**config.mk**
```make
export PLATFORM = sky130hd
export DESIGN_NAME = battery_charge_sequencer
export DESIGN_NICKNAME = d
export VERILOG_FILES = /design/src/charge_seq_pkg.sv /design/src/battery_charge_sequencer.sv
export SDC_FILE = /design/constraint.sdc
export NUM_CORES = 1
export LEC_CHECK = 0
export BUFFER_PORTS_ARGS = -buffer_cell sky130_fd_sc_hd__buf_4
export CORE_AREA = 4 4 120 122
export DETAILED_ROUTE_END_ITERATION = 10
export DIE_AREA = 0 0 124 126
export GPL_ROUTABILITY_DRIVEN = 0
export PLACE_DENSITY_LB_ADDON = 0.15
export SLEW_MARGIN = 15
export SYNTH_ARGS = -nofsm -noshare
export SYNTH_HDL_FRONTEND = slang
export SYNTH_SLANG_ARGS = --single-unit
```
**constraint.sdc**
```tcl
create_clock -name clock_in -period 4.05 [get_ports clock_in]
set_clock_uncertainty 0.15 [all_clocks]
set_input_delay 0.405 -clock clock_in [delete_from_list [all_inputs] [get_ports clock_in]]
set_output_delay 0.405 -clock clock_in [all_outputs]
set_load 0.005 [all_outputs]
```
**src/charge_seq_pkg.sv**
```systemverilog
/*
  Shared constants and types for the battery charge sequencer: timing figures,
  register offsets and reset values, the sequencer states and the signal bundles.
  Assumes a single 20 MHz clock domain; every count of cycles is derived here.
*/
package charge_seq_pkg;

  // ==========================================================================
  // clock and timing figures
  localparam int CLK_PERIOD_NS = 50;
  localparam int CLK_HZ = 1_000_000_000 / CLK_PERIOD_NS;
  localparam int PWM_FREQ_HZ = 1_000_000;
  localparam int PWM_CYCLES = CLK_HZ / PWM_FREQ_HZ;
  localparam int TICK_PERIOD_US = 1000;
  localparam int TICK_CYCLES = (CLK_HZ / 1_000_000) * TICK_PERIOD_US;
  localparam int FLASH_PERIOD_MS = 2000;
  localparam int FLASH_HALF_TICKS = (FLASH_PERIOD_MS * 1000) / (2 * TICK_PERIOD_US);
  localparam int PRECHARGE_TIMEOUT_TICKS = 1800;
  localparam int DUTY_W = 5;

  // ==========================================================================
  // register map and reset values
  localparam int REG_AW = 4;
  localparam int REG_DW = 16;
  localparam logic [REG_AW-1:0] OFS_CONTROL = 4'h0;
  localparam logic [REG_AW-1:0] OFS_SAFETY_LEN = 4'h1;
  localparam logic [REG_AW-1:0] OFS_STATUS = 4'h2;
  localparam logic [REG_AW-1:0] OFS_SAFETY_COUNT = 4'h3;
  localparam int CTRL_FLASH_BIT = 0;
  localparam logic RST_FLASH_MODE = 1'b0;
  localparam logic [REG_DW-1:0] RST_SAFETY_LEN = 16'h3840;
  localparam int STAT_SUSPEND_BIT = 3;
  localparam int STAT_PRE_FAULT_BIT = 4;
  localparam int STAT_SAFE_FAULT_BIT = 5;
  localparam int STAT_PINS_LSB = 6;

  // ==========================================================================
  // sequencer states and current selection
  typedef enum logic [2:0] {
    ST_SLEEP = 3'h0,
    ST_DISABLED = 3'h1,
    ST_PRECHARGE = 3'h2,
    ST_FAST = 3'h3,
    ST_VREG = 3'h4,
    ST_DONE = 3'h5,
    ST_PRE_FAULT = 3'h6,
    ST_SAFE_FAULT = 3'h7
  } chg_state_t;

  typedef enum logic [1:0] {
    CUR_NONE = 2'h0,
    CUR_PRECHARGE = 2'h1,
    CUR_FAST = 2'h2,
    CUR_DETECT = 2'h3
  } cur_sel_t;

  // ==========================================================================
  // signal bundles
  typedef struct packed {
    logic supply_ok;
    logic charge_enable_n;
    logic in_above_bat;
    logic temp_ok;
    logic above_precharge_exit;
    logic below_recharge;
    logic at_reg_voltage;
    logic at_term_current;
    logic over_discharge;
    logic timer_ctl_enabled;
    logic timer_ctl_tied_high;
    logic battery_replaced;
    logic hs_peak_limit;
    logic ls_above_min;
  } compare_t;

  typedef struct packed {
    logic high_side;
    logic low_side;
    logic input_block;
  } gate_t;

  typedef struct packed {
    logic supply_good_n;
    logic status_out_b;
    logic status_out_a;
  } od_t;

endpackage

```
**src/battery_charge_sequencer.sv**
```systemverilog
/*
  Charge-control sequencer: precharge, fast charge, voltage regulation,
  termination and recharge, safety timers, suspend, status pins and the
  digital switching decisions of the converter.
  Assumes analog comparator results arrive asynchronously and a small
  software port with one-cycle read latency; one 20 MHz clock only.
*/
// Strobed register access and the register addresses were decided locally.
// Overview of operation
// - start charging only inside temperature window
// - suspend stops switching and freezes timers
// - below precharge level selects precharge current
// - precharge phase runs its own timer
// - precharge timeout: stop, fault, detection current
// - precharge fault cleared by reset or replacement
// - regulation phase ends at termination current
// - programmable charge safety timer ends charging
// - recharge level, power-up, enable toggle restart
// - timer control low disables termination and timer
// - timer control rising re-enables, zeroes timer
// - timer control tied high disables timer only
// - supply loss enters sleep
// - steady status encoding of the two outputs
// - flashing status encoding at half hertz
// - fixed 1 MHz switching, 0 to 100% duty
// - peak current ends high-side on-time
// - low side synchronous only above minimum current
// - input switch off while input below battery
// - enable pin falling edge clears timers, faults
// - supply-good output on unless sleeping
`timescale 1ns/10ps
module battery_charge_sequencer
  import charge_seq_pkg::*;
#(
  parameter int TICK_LEN = TICK_CYCLES,
  parameter int PRECHARGE_TICKS = PRECHARGE_TIMEOUT_TICKS
) (
  // clock and reset
  input wire logic clock_in,
  input wire logic reset_in,
  // asynchronous comparator results
  input wire compare_t compare_in,
  // duty request from the regulation loop, same clock
  input wire logic [DUTY_W-1:0] duty_level_in,
  // software port
  input wire logic [REG_AW-1:0] reg_addr_in,
  input wire logic [REG_DW-1:0] reg_wdata_in,
  input wire logic reg_wr_in,
  input wire logic reg_rd_in,
  output logic [REG_DW-1:0] reg_rdata_out,
  // converter drive and current selection
  output gate_t gate_out,
  output cur_sel_t current_sel_out,
  // open-drain pins
  input wire od_t od_level_in,
  output od_t od_drive_out,
  output od_t od_oe_out
);

  // ==========================================================================
  // synchronisers
  compare_t meta_r;
  compare_t cmp_r;
  compare_t cmp_d_r;
  od_t pin_meta_r;
  od_t pin_r;

  // two stages before any logic reads a comparator; a third keeps the edge history
  always_ff @(posedge clock_in) begin
    if (reset_in) begin
      meta_r <= '0;
      cmp_r <= '0;
      cmp_d_r <= '0;
    end else begin
      meta_r <= compare_in;
      cmp_r <= meta_r;
      cmp_d_r <= cmp_r;
    end
  end

  // pin readback, for software only
  always_ff @(posedge clock_in) begin
    if (reset_in) begin
      pin_meta_r <= '0;
      pin_r <= '0;
    end else begin
      pin_meta_r <= od_level_in;
      pin_r <= pin_meta_r;
    end
  end

  // ==========================================================================
  // events and qualifiers
  chg_state_t state_r;
  logic enable_fall;
  logic timer_ctl_rise;
  logic replaced_rise;
  logic term_enable;
  logic safety_enable;

  // enable is active low, so a falling edge means charging was re-allowed
  assign enable_fall = cmp_d_r.charge_enable_n && !cmp_r.charge_enable_n;
  // not taken while asleep: the cleared history flop would fake a rise at power-up
  assign timer_ctl_rise = !cmp_d_r.timer_ctl_enabled && cmp_r.timer_ctl_enabled &&
                          state_r != ST_SLEEP;
  assign replaced_rise = !cmp_d_r.battery_replaced && cmp_r.battery_replaced;
  assign term_enable = cmp_r.timer_ctl_enabled;
  assign safety_enable = cmp_r.timer_ctl_enabled && !cmp_r.timer_ctl_tied_high;

  // ==========================================================================
  // time base
  logic [31:0] tick_cnt_r;
  logic tick_r;

  // one pulse per millisecond drives every slow counter
  always_ff @(posedge clock_in) begin
    if (reset_in) begin
      tick_cnt_r <= '0;
      tick_r <= 1'b0;
    end else if (tick_cnt_r == 32'(TICK_LEN - 1)) begin
      tick_cnt_r <= '0;
      tick_r <= 1'b1;
    end else begin
      tick_cnt_r <= tick_cnt_r + 32'h1;
      tick_r <= 1'b0;
    end
  end

  // ==========================================================================
  // software registers
  logic flash_mode_r;
  logic [REG_DW-1:0] safety_len_r;

  // writes to read-only or unmapped offsets are dropped
  always_ff @(posedge clock_in) begin
    if (reset_in) begin
      flash_mode_r <= RST_FLASH_MODE;
      safety_len_r <= RST_SAFETY_LEN;
    end else if (reg_wr_in) begin
      if (reg_addr_in == OFS_CONTROL) begin
        flash_mode_r <= reg_wdata_in[CTRL_FLASH_BIT];
      end else if (reg_addr_in == OFS_SAFETY_LEN) begin
        safety_len_r <= reg_wdata_in;
      end
    end
  end

  // ==========================================================================
  // sequencer
  chg_state_t state_nxt;
  chg_state_t start_state;
  logic charging;
  logic suspended;
  logic [31:0] pre_cnt_r;
  logic [REG_DW-1:0] safety_cnt_r;
  logic safety_expired;

  assign charging = (state_r == ST_PRECHARGE) || (state_r == ST_FAST) || (state_r == ST_VREG);
  assign suspended = charging && !cmp_r.temp_ok;
  assign safety_expired = safety_enable && (safety_cnt_r >= safety_len_r);
  // deeply discharged cells start gently
  assign start_state = cmp_r.above_precharge_exit ? ST_FAST : ST_PRECHARGE;

  // priority: supply, enable pin, restart events, then phase progress
  always_comb begin
    state_nxt = state_r;
    if (!cmp_r.supply_ok) begin
      state_nxt = ST_SLEEP;
    end else if (cmp_r.charge_enable_n) begin
      state_nxt = ST_DISABLED;
    end else if (enable_fall || timer_ctl_rise) begin
      state_nxt = start_state;
    end else begin
      case (state_r)
        ST_SLEEP, ST_DISABLED: begin
          // a full battery at power-up waits for the recharge level
          state_nxt = cmp_r.below_recharge ? start_state : ST_DONE;
        end
        ST_PRECHARGE: begin
          if (!suspended) begin
            if (cmp_r.above_precharge_exit) begin
              state_nxt = ST_FAST;
            end else if (pre_cnt_r >= 32'(PRECHARGE_TICKS)) begin
              state_nxt = ST_PRE_FAULT;
            end
          end
        end
        ST_FAST: begin
          if (!suspended) begin
            if (safety_expired) begin
              state_nxt = ST_SAFE_FAULT;
            end else if (cmp_r.at_reg_voltage) begin
              state_nxt = ST_VREG;
            end
          end
        end
        ST_VREG: begin
          if (!suspended) begin
            if (safety_expired) begin
              state_nxt = ST_SAFE_FAULT;
            end else if (term_enable && cmp_r.at_term_current) begin
              state_nxt = ST_DONE;
            end
          end
        end
        ST_DONE, ST_SAFE_FAULT: begin
          if (cmp_r.below_recharge) begin
            state_nxt = start_state;
          end
        end
        ST_PRE_FAULT: begin
          if (replaced_rise) begin
            state_nxt = start_state;
          end
        end
        default: state_nxt = ST_SLEEP;
      endcase
    end
  end

  always_ff @(posedge clock_in) begin
    if (reset_in) begin
      state_r <= ST_SLEEP;
    end else begin
      state_r <= state_nxt;
    end
  end

  // precharge timer: zero outside the phase, held while suspended
  always_ff @(posedge clock_in) begin
    if (reset_in) begin
      pre_cnt_r <= '0;
    end else if (enable_fall || state_r != ST_PRECHARGE) begin
      pre_cnt_r <= '0;
    end else if (tick_r && !suspended && pre_cnt_r < 32'(PRECHARGE_TICKS)) begin
      pre_cnt_r <= pre_cnt_r + 32'h1;
    end
  end

  // safety timer covers fast charge and regulation; saturates at the limit
  always_ff @(posedge clock_in) begin
    if (reset_in) begin
      safety_cnt_r <= '0;
    end else if (enable_fall || timer_ctl_rise || !charging) begin
      safety_cnt_r <= '0;
    end else if (tick_r && !suspended && safety_enable && state_r != ST_PRECHARGE &&
                 safety_cnt_r < safety_len_r) begin
      safety_cnt_r <= safety_cnt_r + 16'h1;
    end
  end

  // ==========================================================================
  // converter switching
  logic [DUTY_W-1:0] pwm_cnt_r;
  logic limit_hit_r;
  logic pwm_on;
  logic hs_nxt;

  assign pwm_on = charging && !suspended;
  // duty at or above the period length gives 100%, zero gives 0%
  assign hs_nxt = pwm_on && (pwm_cnt_r < duty_level_in) && !limit_hit_r &&
                  !cmp_r.hs_peak_limit;

  // fixed period counter
  always_ff @(posedge clock_in) begin
    if (reset_in) begin
      pwm_cnt_r <= '0;
    end else if (pwm_cnt_r == DUTY_W'(PWM_CYCLES - 1)) begin
      pwm_cnt_r <= '0;
    end else begin
      pwm_cnt_r <= pwm_cnt_r + DUTY_W'(1);
    end
  end

  // a limit hit holds the high side off until the next period; set wins
  always_ff @(posedge clock_in) begin
    if (reset_in) begin
      limit_hit_r <= 1'b0;
    end else if (cmp_r.hs_peak_limit) begin
      limit_hit_r <= 1'b1;
    end else if (pwm_cnt_r == DUTY_W'(PWM_CYCLES - 1)) begin
      limit_hit_r <= 1'b0;
    end
  end

  // gates come from flops; low side only while current is well forward
  always_ff @(posedge clock_in) begin
    if (reset_in) begin
      gate_out <= '0;
    end else begin
      gate_out.high_side <= hs_nxt;
      gate_out.low_side <= pwm_on && !hs_nxt && cmp_r.ls_above_min;
      gate_out.input_block <= cmp_r.supply_ok && cmp_r.in_above_bat;
    end
  end

  // analog current target follows the phase
  always_ff @(posedge clock_in) begin
    if (reset_in) begin
      current_sel_out <= CUR_NONE;
    end else begin
      case (state_r)
        ST_PRECHARGE: current_sel_out <= CUR_PRECHARGE;
        ST_FAST, ST_VREG: current_sel_out <= CUR_FAST;
        ST_PRE_FAULT: current_sel_out <= CUR_DETECT;
        default: current_sel_out <= CUR_NONE;
      endcase
    end
  end

  // ==========================================================================
  // status pins
  logic [31:0] flash_cnt_r;
  logic flash_r;
  logic flash_cond;

  // exactly FLASH_HALF_TICKS ticks per half so on and off match
  always_ff @(posedge clock_in) begin
    if (reset_in) begin
      flash_cnt_r <= '0;
      flash_r <= 1'b0;
    end else if (tick_r) begin
      if (flash_cnt_r == 32'(FLASH_HALF_TICKS - 1)) begin
        flash_cnt_r <= '0;
        flash_r <= !flash_r;
      end else begin
        flash_cnt_r <= flash_cnt_r + 32'h1;
      end
    end
  end

  assign flash_cond = suspended || state_r == ST_PRE_FAULT || state_r == ST_SAFE_FAULT ||
                      (charging && cmp_r.over_discharge);

  // outputs are plain enables; the pin level itself is always low when driven
  always_ff @(posedge clock_in) begin
    if (reset_in) begin
      od_oe_out <= '0;
    end else begin
      od_oe_out.supply_good_n <= state_r != ST_SLEEP && cmp_r.supply_ok;
      od_oe_out.status_out_b <= state_r == ST_DONE;
      if (flash_mode_r && flash_cond) begin
        od_oe_out.status_out_a <= flash_r;
      end else begin
        od_oe_out.status_out_a <= charging && !suspended;
      end
    end
  end

  assign od_drive_out = '0;

  // ==========================================================================
  // register readback
  always_ff @(posedge clock_in) begin
    if (reset_in) begin
      reg_rdata_out <= '0;
    end else if (reg_rd_in) begin
      if (reg_addr_in == OFS_CONTROL) begin
        reg_rdata_out <= {15'h0, flash_mode_r};
      end else if (reg_addr_in == OFS_SAFETY_LEN) begin
        reg_rdata_out <= safety_len_r;
      end else if (reg_addr_in == OFS_STATUS) begin
        reg_rdata_out <= {7'h0, pin_r, state_r == ST_SAFE_FAULT, state_r == ST_PRE_FAULT,
                          suspended, state_r};
      end else if (reg_addr_in == OFS_SAFETY_COUNT) begin
        reg_rdata_out <= safety_cnt_r;
      end else begin
        reg_rdata_out <= '0;
      end
    end else begin
      reg_rdata_out <= '0;
    end
  end

  // ==========================================================================
  // checks
  logic quiet;
  assign quiet = cmp_r.supply_ok && !cmp_r.charge_enable_n && !enable_fall && !timer_ctl_rise;

  property p_suspend_freeze;
    @(posedge clock_in) disable iff (reset_in)
    suspended && !enable_fall && !timer_ctl_rise |=>
      $stable(pre_cnt_r) && $stable(safety_cnt_r) && !gate_out.high_side;
  endproperty
  a_suspend_freeze: assert property (p_suspend_freeze)
    else $error("timers moved or high side on while suspended");

  property p_pre_timeout;
    @(posedge clock_in) disable iff (reset_in)
    quiet && state_r == ST_PRECHARGE && !suspended && !cmp_r.above_precharge_exit &&
      pre_cnt_r >= 32'(PRECHARGE_TICKS) |=> state_r == ST_PRE_FAULT ##1
      current_sel_out == CUR_DETECT;
  endproperty
  a_pre_timeout: assert property (p_pre_timeout)
    else $error("precharge timeout did not fault");

  property p_fault_sticky;
    @(posedge clock_in) disable iff (reset_in)
    quiet && state_r == ST_PRE_FAULT && !replaced_rise |=> state_r == ST_PRE_FAULT;
  endproperty
  a_fault_sticky: assert property (p_fault_sticky)
    else $error("precharge fault cleared without cause");

  property p_terminate;
    @(posedge clock_in) disable iff (reset_in)
    quiet && state_r == ST_VREG && !suspended && !safety_expired &&
      cmp_r.at_term_current |=> (state_r == ST_DONE) == $past(term_enable);
  endproperty
  a_terminate: assert property (p_terminate)
    else $error("termination decision wrong");

  property p_timer_zero;
    @(posedge clock_in) disable iff (reset_in)
    timer_ctl_rise |=> safety_cnt_r == 16'h0;
  endproperty
  a_timer_zero: assert property (p_timer_zero)
    else $error("safety timer not zeroed on timer control rise");

  property p_sleep;
    @(posedge clock_in) disable iff (reset_in)
    !cmp_r.supply_ok |=> state_r == ST_SLEEP ##1 !od_oe_out.supply_good_n;
  endproperty
  a_sleep: assert property (p_sleep)
    else $error("no sleep after supply loss");

  property p_steady_done;
    @(posedge clock_in) disable iff (reset_in)
    !flash_mode_r && state_r == ST_DONE |=> od_oe_out.status_out_b && !od_oe_out.status_out_a;
  endproperty
  a_steady_done: assert property (p_steady_done)
    else $error("complete status encoding wrong");

  property p_flash_tick;
    @(posedge clock_in) disable iff (reset_in)
    flash_r != $past(flash_r) |-> $past(tick_r) && $past(flash_cnt_r) == 32'(FLASH_HALF_TICKS - 1);
  endproperty
  a_flash_tick: assert property (p_flash_tick)
    else $error("flash toggled off its half period");

  property p_peak_limit;
    @(posedge clock_in) disable iff (reset_in)
    cmp_r.hs_peak_limit && pwm_cnt_r < DUTY_W'(PWM_CYCLES - 1) |=> !gate_out.high_side ##1
      !gate_out.high_side;
  endproperty
  a_peak_limit: assert property (p_peak_limit)
    else $error("high side stayed on after peak limit");

  property p_low_side;
    @(posedge clock_in) disable iff (reset_in)
    !cmp_r.ls_above_min || gate_out.high_side |-> ##1 !(gate_out.low_side && !$past(cmp_r.ls_above_min));
  endproperty
  a_low_side: assert property (p_low_side)
    else $error("low side on below minimum current");

  property p_block;
    @(posedge clock_in) disable iff (reset_in)
    !cmp_r.in_above_bat |=> !gate_out.input_block;
  endproperty
  a_block: assert property (p_block)
    else $error("input switch on while input below battery");

endmodule

```
# ---- Word level (Yosys, flattened, before mapping)
# Index checks and enable logic that the tools add are counted.
# Widths: inputs -> output; s select.
dict set report totals {
  ff_bits 201
  latch_bits 0
  ram_bits 0
  mem_bits_ro 0
  elab_cells 189
  memories 0
}
dict set report classes {
  addsub 5
  n_mul 0
  div 0
  order_cmp 5
  eq_ne 30
  n_shift 0
  muxes 26
  n_bitwise 3
  reduce_logical 62
}
# operator count
set ops {}
lappend ops {{$add 32x1->32 const B} 3}
lappend ops {{$mux 16} 3}
lappend ops {{$mux 3} 13}
lappend ops {{$eq 32x10->1 const B} 1}
lappend ops {{$eq 32x15->1 const B} 1}
lappend ops {{$ge 32x11->1 const B} 1}
lappend ops {{$lt 32x11->1 const B} 1}
lappend ops {{$mux 32} 1}
lappend ops {{$logic_and 1x1->1} 23}
lappend ops {{$pmux 3 s6} 1}
lappend ops {{$reduce_or 2->1} 9}
lappend ops {{$add 16x1->16 const B} 1}
lappend ops {{$ge 16x16->1} 1}
lappend ops {{$lt 16x16->1} 1}
lappend ops {{$ne 4x3->1 const B} 4}
lappend ops {{$reduce_and 8->1} 2}
lappend ops {{$eq 3x3->1 const B} 4}
lappend ops {{$ne 3x2->1 const B} 4}
lappend ops {{$logic_not 1->1} 11}
lappend ops {{$ne 5x3->1 const B} 2}
lappend ops {{$eq 4x2->1 const B} 2}
lappend ops {{$logic_or 1x1->1} 8}
lappend ops {{$ne 4x2->1 const B} 2}
lappend ops {{$ne 4x4->1 const B} 2}
lappend ops {{18 further kinds} 30}

# ---- Depth between registers and ports, before layout
dict set report depth {
  word_depth 12
  ltp_mapped 10
  ltp_nobuf 9
}

# ---- Worst setup path after synthesis
# OpenSTA, ideal clock, no wires.
dict set report synth_path {
  path_type {flip-flop to flip-flop}
  startpoint {register safety_len_r[11]}
  endpoint {register safety_cnt_r[13]}
  t_arrival_ps 2284
  required_ps 3830
  slack_ps 1546
  stages_incl_launch_ff 10
  path_buffers 0
  period_less_slack_ps 2504
  path_cell_list {dfxtp_1 inv_1 ha_1 a21oi_1 o21ai_1 a221oi_1 a21boi_1 nand4_1 or4_1 a21oi_1}
}
dict set report synth_via {
  elab_chain_len 2
}
# item line
set synth_lines {}
lappend synth_lines {{start: declaration} battery_charge_sequencer.sv:132} ;# logic [REG_DW-1:0] safety_len_r;
lappend synth_lines {{start signal: assignment} battery_charge_sequencer.sv:143} ;# safety_len_r <= reg_wdata_in;
lappend synth_lines {{$lt 16x16->1} battery_charge_sequencer.sv:247} ;# safety_cnt_r < safety_len_r) begin
lappend synth_lines {{$logic_and 1x1->1} battery_charge_sequencer.sv:246} ;# end else if (tick_r && !suspended && safety_enable && state_r != ST_PRECHARGE &&
lappend synth_lines {{end signal: assignment} battery_charge_sequencer.sv:248} ;# safety_cnt_r <= safety_cnt_r + 16'h1;
lappend synth_lines {{end: declaration} battery_charge_sequencer.sv:155} ;# logic [REG_DW-1:0] safety_cnt_r;
# Every way passes these cells.
# A chain may end at the register's enable or synchronous reset.

# ---- Worst setup path in the final report
dict set report layout_path {
  startpoint {register safety_len_r[9]}
  endpoint {register safety_cnt_r[11]}
}
# The elaborated chain is that of the path after synthesis.

==> metrics.txt <==
# diodes=0; initial antenna violation count=0; Synth cell types=60; worst min-delay path class=in -> reg; top-count cell post-synth=dfxtp_1; number of synthesized register bits=201; die width=124 um; area delta synth->final=17.3%; Max FO, Critical Path=17; outcome=finished clean; largest net degree at the start of global routing=77; 1st-pass router iterations=5; Slew Limit Fails=0; maximum clock rate=around 330 MHz; min-delay src=reg_wdata_in[11]; Num CTS Buffers=20; endpoints failing setup=0; Post-synth EDFFs=0; routed vias=6652; Hold Path End=safety_len_r[11]$_SDFFE_PP1P_; share of layout cells above drive strength 1=11.6%; RR Startpoint=safety_len_r[9]$_SDFFE_PP0P_; core area=around 13000 um2; Iter 0 DRT Violations=537; Power Dens Cells=396 nW/um2; io pins=73; Die Height=126 um; first-pass GRT wire length=29.2 mm; Ys Warns=0; Post-Syn Area=around 8500 um2; DR vias/cell=5.40; top cells by area, synth=dfxtp_1, nor2_1, nand2_1, xor2_1, ha_1; Slew Limit Headroom=44.2%; clock tree sinks=~200; clk slew on worst S/H paths=0.06 ns; GRT Util Overall=22.5%; Yosys top cell by area=dfxtp_1; unrepaired setup endpoints after global routing=no; Syn Area/Cell=8.77 um2; hold path cells=3; Worst-Margin Slew=approximately 0.83 ns; post-DP HPWL=between 10 and 15 mm; GRT overflow=0; CP startpoint=safety_len_r[9]$_SDFFE_PP0P_; H-tree lvl count=1; Most common cell on crit path=a21oi_1; worst setup path class=reg -> reg; Max-Cap Viols=0; CP Capture Type=flip-flop; Mapped Cells=964; r2r endpoint=safety_cnt_r[11]$_SDFFE_PP0P_; Seq/Total Area, Yosys=47.6%; Final Non-Filler Cells=between 1000 and 1500; Nets=1117; Worst path max stage delay=0.53 ns; Clk Latency, worst-skew pair=about 0.48 ns; critical path arrival=3.24 ns; Routed WL per cell=~14 um; root buf cell=clkbuf_16; Hold Fails Final Rpt=0; cell count after placement=1181; starting density of the core=64.1%; Startpoint Class=flip-flop; top cells by count, synth=dfxtp_1, nor2_1, nand2_1, a21oi_1, nand3_1; post_cts resized=0; R2R setup slack=1.06 ns; top-area cell type share of the netlist area=47.6%; period utilisation layout=approximately three quarters; Lkg Pwr=about 3.8 nW; Post-route DRC=0; row count=42; CP Data Required Time=4.30 ns; fin crit period=between 2 and 3 ns; Post-DRT Antenna Nets=0; Max IR drop VDD=0.344 mV; full die area=15600 um2; vias in the first global route=~6200; TNS Setup=0 ns; Buffers on Ports=69; maximum buffer depth of the clock tree=3; slowest stage cell on the critical path=or4_1; Post-Route WL=17.7 mm; CTS tree=yes; crit-path cells=inv_1 > ha_1 > a21oi_1 > o21ai_1 > a221oi_1 > a21boi_1 > nand4_1 > buf_4 > or4_1 > a21oi_1; r2r worst-path depth=10; ys async rst share=0%; Main synth FF type=dfxtp_1
[worst max-delay path by stage]
stage / to / cells past startpoint
finish: safety_cnt_r[11]$_SDFFE_PP0P_ / 10
global route: safety_cnt_r[11]$_SDFFE_PP0P_ / 10
CTS: safety_cnt_r[11]$_SDFFE_PP0P_ / 10
detailed placement: safety_cnt_r[11]$_SDFFE_PP0P_ / 10
global placement: safety_cnt_r[11]$_SDFFE_PP0P_ / 10
floorplan: safety_cnt_r[13]$_SDFFE_PP0P_ / 9
[cell families after synthesis]
family | count (synthesis) | share of synthesized area [%]
xor gates and xnor gates | 74 | 7.66
other | 1 | 0.0443
AOI/OAI and AO/OA | 115 | 8.31
DFF | 201 | 47.6
and+or+nand+nor | 457 | 27.4
adders and majority gates | 26 | 3.85
buffers and inverters | 77 | 3.65
muxes | 13 | 1.54
[where the power goes]
group	internal, mW	total (mW)	switching (mW)	leakage (nW)
Combinational	0.0805	0.159	0.0790	1.84
Sequential	2.00	2.02	0.0174	1.63
Clock	1.03	1.75	0.713	0.308
Total	3.12	3.93	0.809	3.78
[cells in the final DEF, fill, tap and decap left out, drive strengths merged, types with 31 or more instances in the layout]
cell    instances
a21oi          50
buf            75
clkbuf         31
dfxtp         201
inv            41
nand2         100
nand3          43
nor2          126
nor2b          40
o21ai          32
xnor2          34
xor2           40
[sequential cells by signal (all words and copies together), names as in the netlist, 5 cells and up]
signal         count
flash_cnt_r       32
pre_cnt_r         32
tick_cnt_r        32
reg_rdata_out     16
safety_cnt_r      16
safety_len_r      16
meta_r            14
cmp_r             13
pwm_cnt_r          5
[worst max-delay path, delay by kind of cell (launching register included)]
family	cells	cell delay (ns)
DFF	1	0.36
adders and majority gates	1	0.32
and+or+nand+nor	2	0.64
buffers and inverters	2	0.27
AOI/OAI and AO/OA	5	1.18
[through the flow]
stage	cell area, um2	hold WS [ns]	worst slack [ns]	power [mW]	utilization [%]
global route	9920	0.0101	0.921	4.07	75.2
floorplan	8470	0.244	1.55	2.15	-
CTS	9900	0.0103	1.10	3.96	75.1
finish	9920	0.0196	1.06	3.93	75.2
detailed placement	9110	0.252	1.19	2.21	69.1
global placement	9110	0.258	1.29	2.20	69.1
[final cells by class]
cell class                 count  area (um2)
timing repair buffer          92         741
fill                        1002        3270
sequential                   201        4020
clock inverter                 2        10.0
multi-input combinational    688        4150
clock buffer                  31         613
inverter                      42         158
tap                          176         220
[routing by layer]
layer  share of wire (%)  GRT usage [%]  wire length, um  vias up
li1                    -              -                -     3419
met1                  47           30.7             8230     3036
met2                  46           36.6             8130      167
met3                 5.4           4.84              958       30
met4                 2.1           5.61              369        0
met5                   0              0                0        -
[what timing repair did]
item                       in CTS  in global routing
hold buffers                   17                  0
setup buffers                   0                  0
hold endpoints to repair       17                  0
setup endpoints to repair       0                  0
Power figures use the tool's default switching activity.
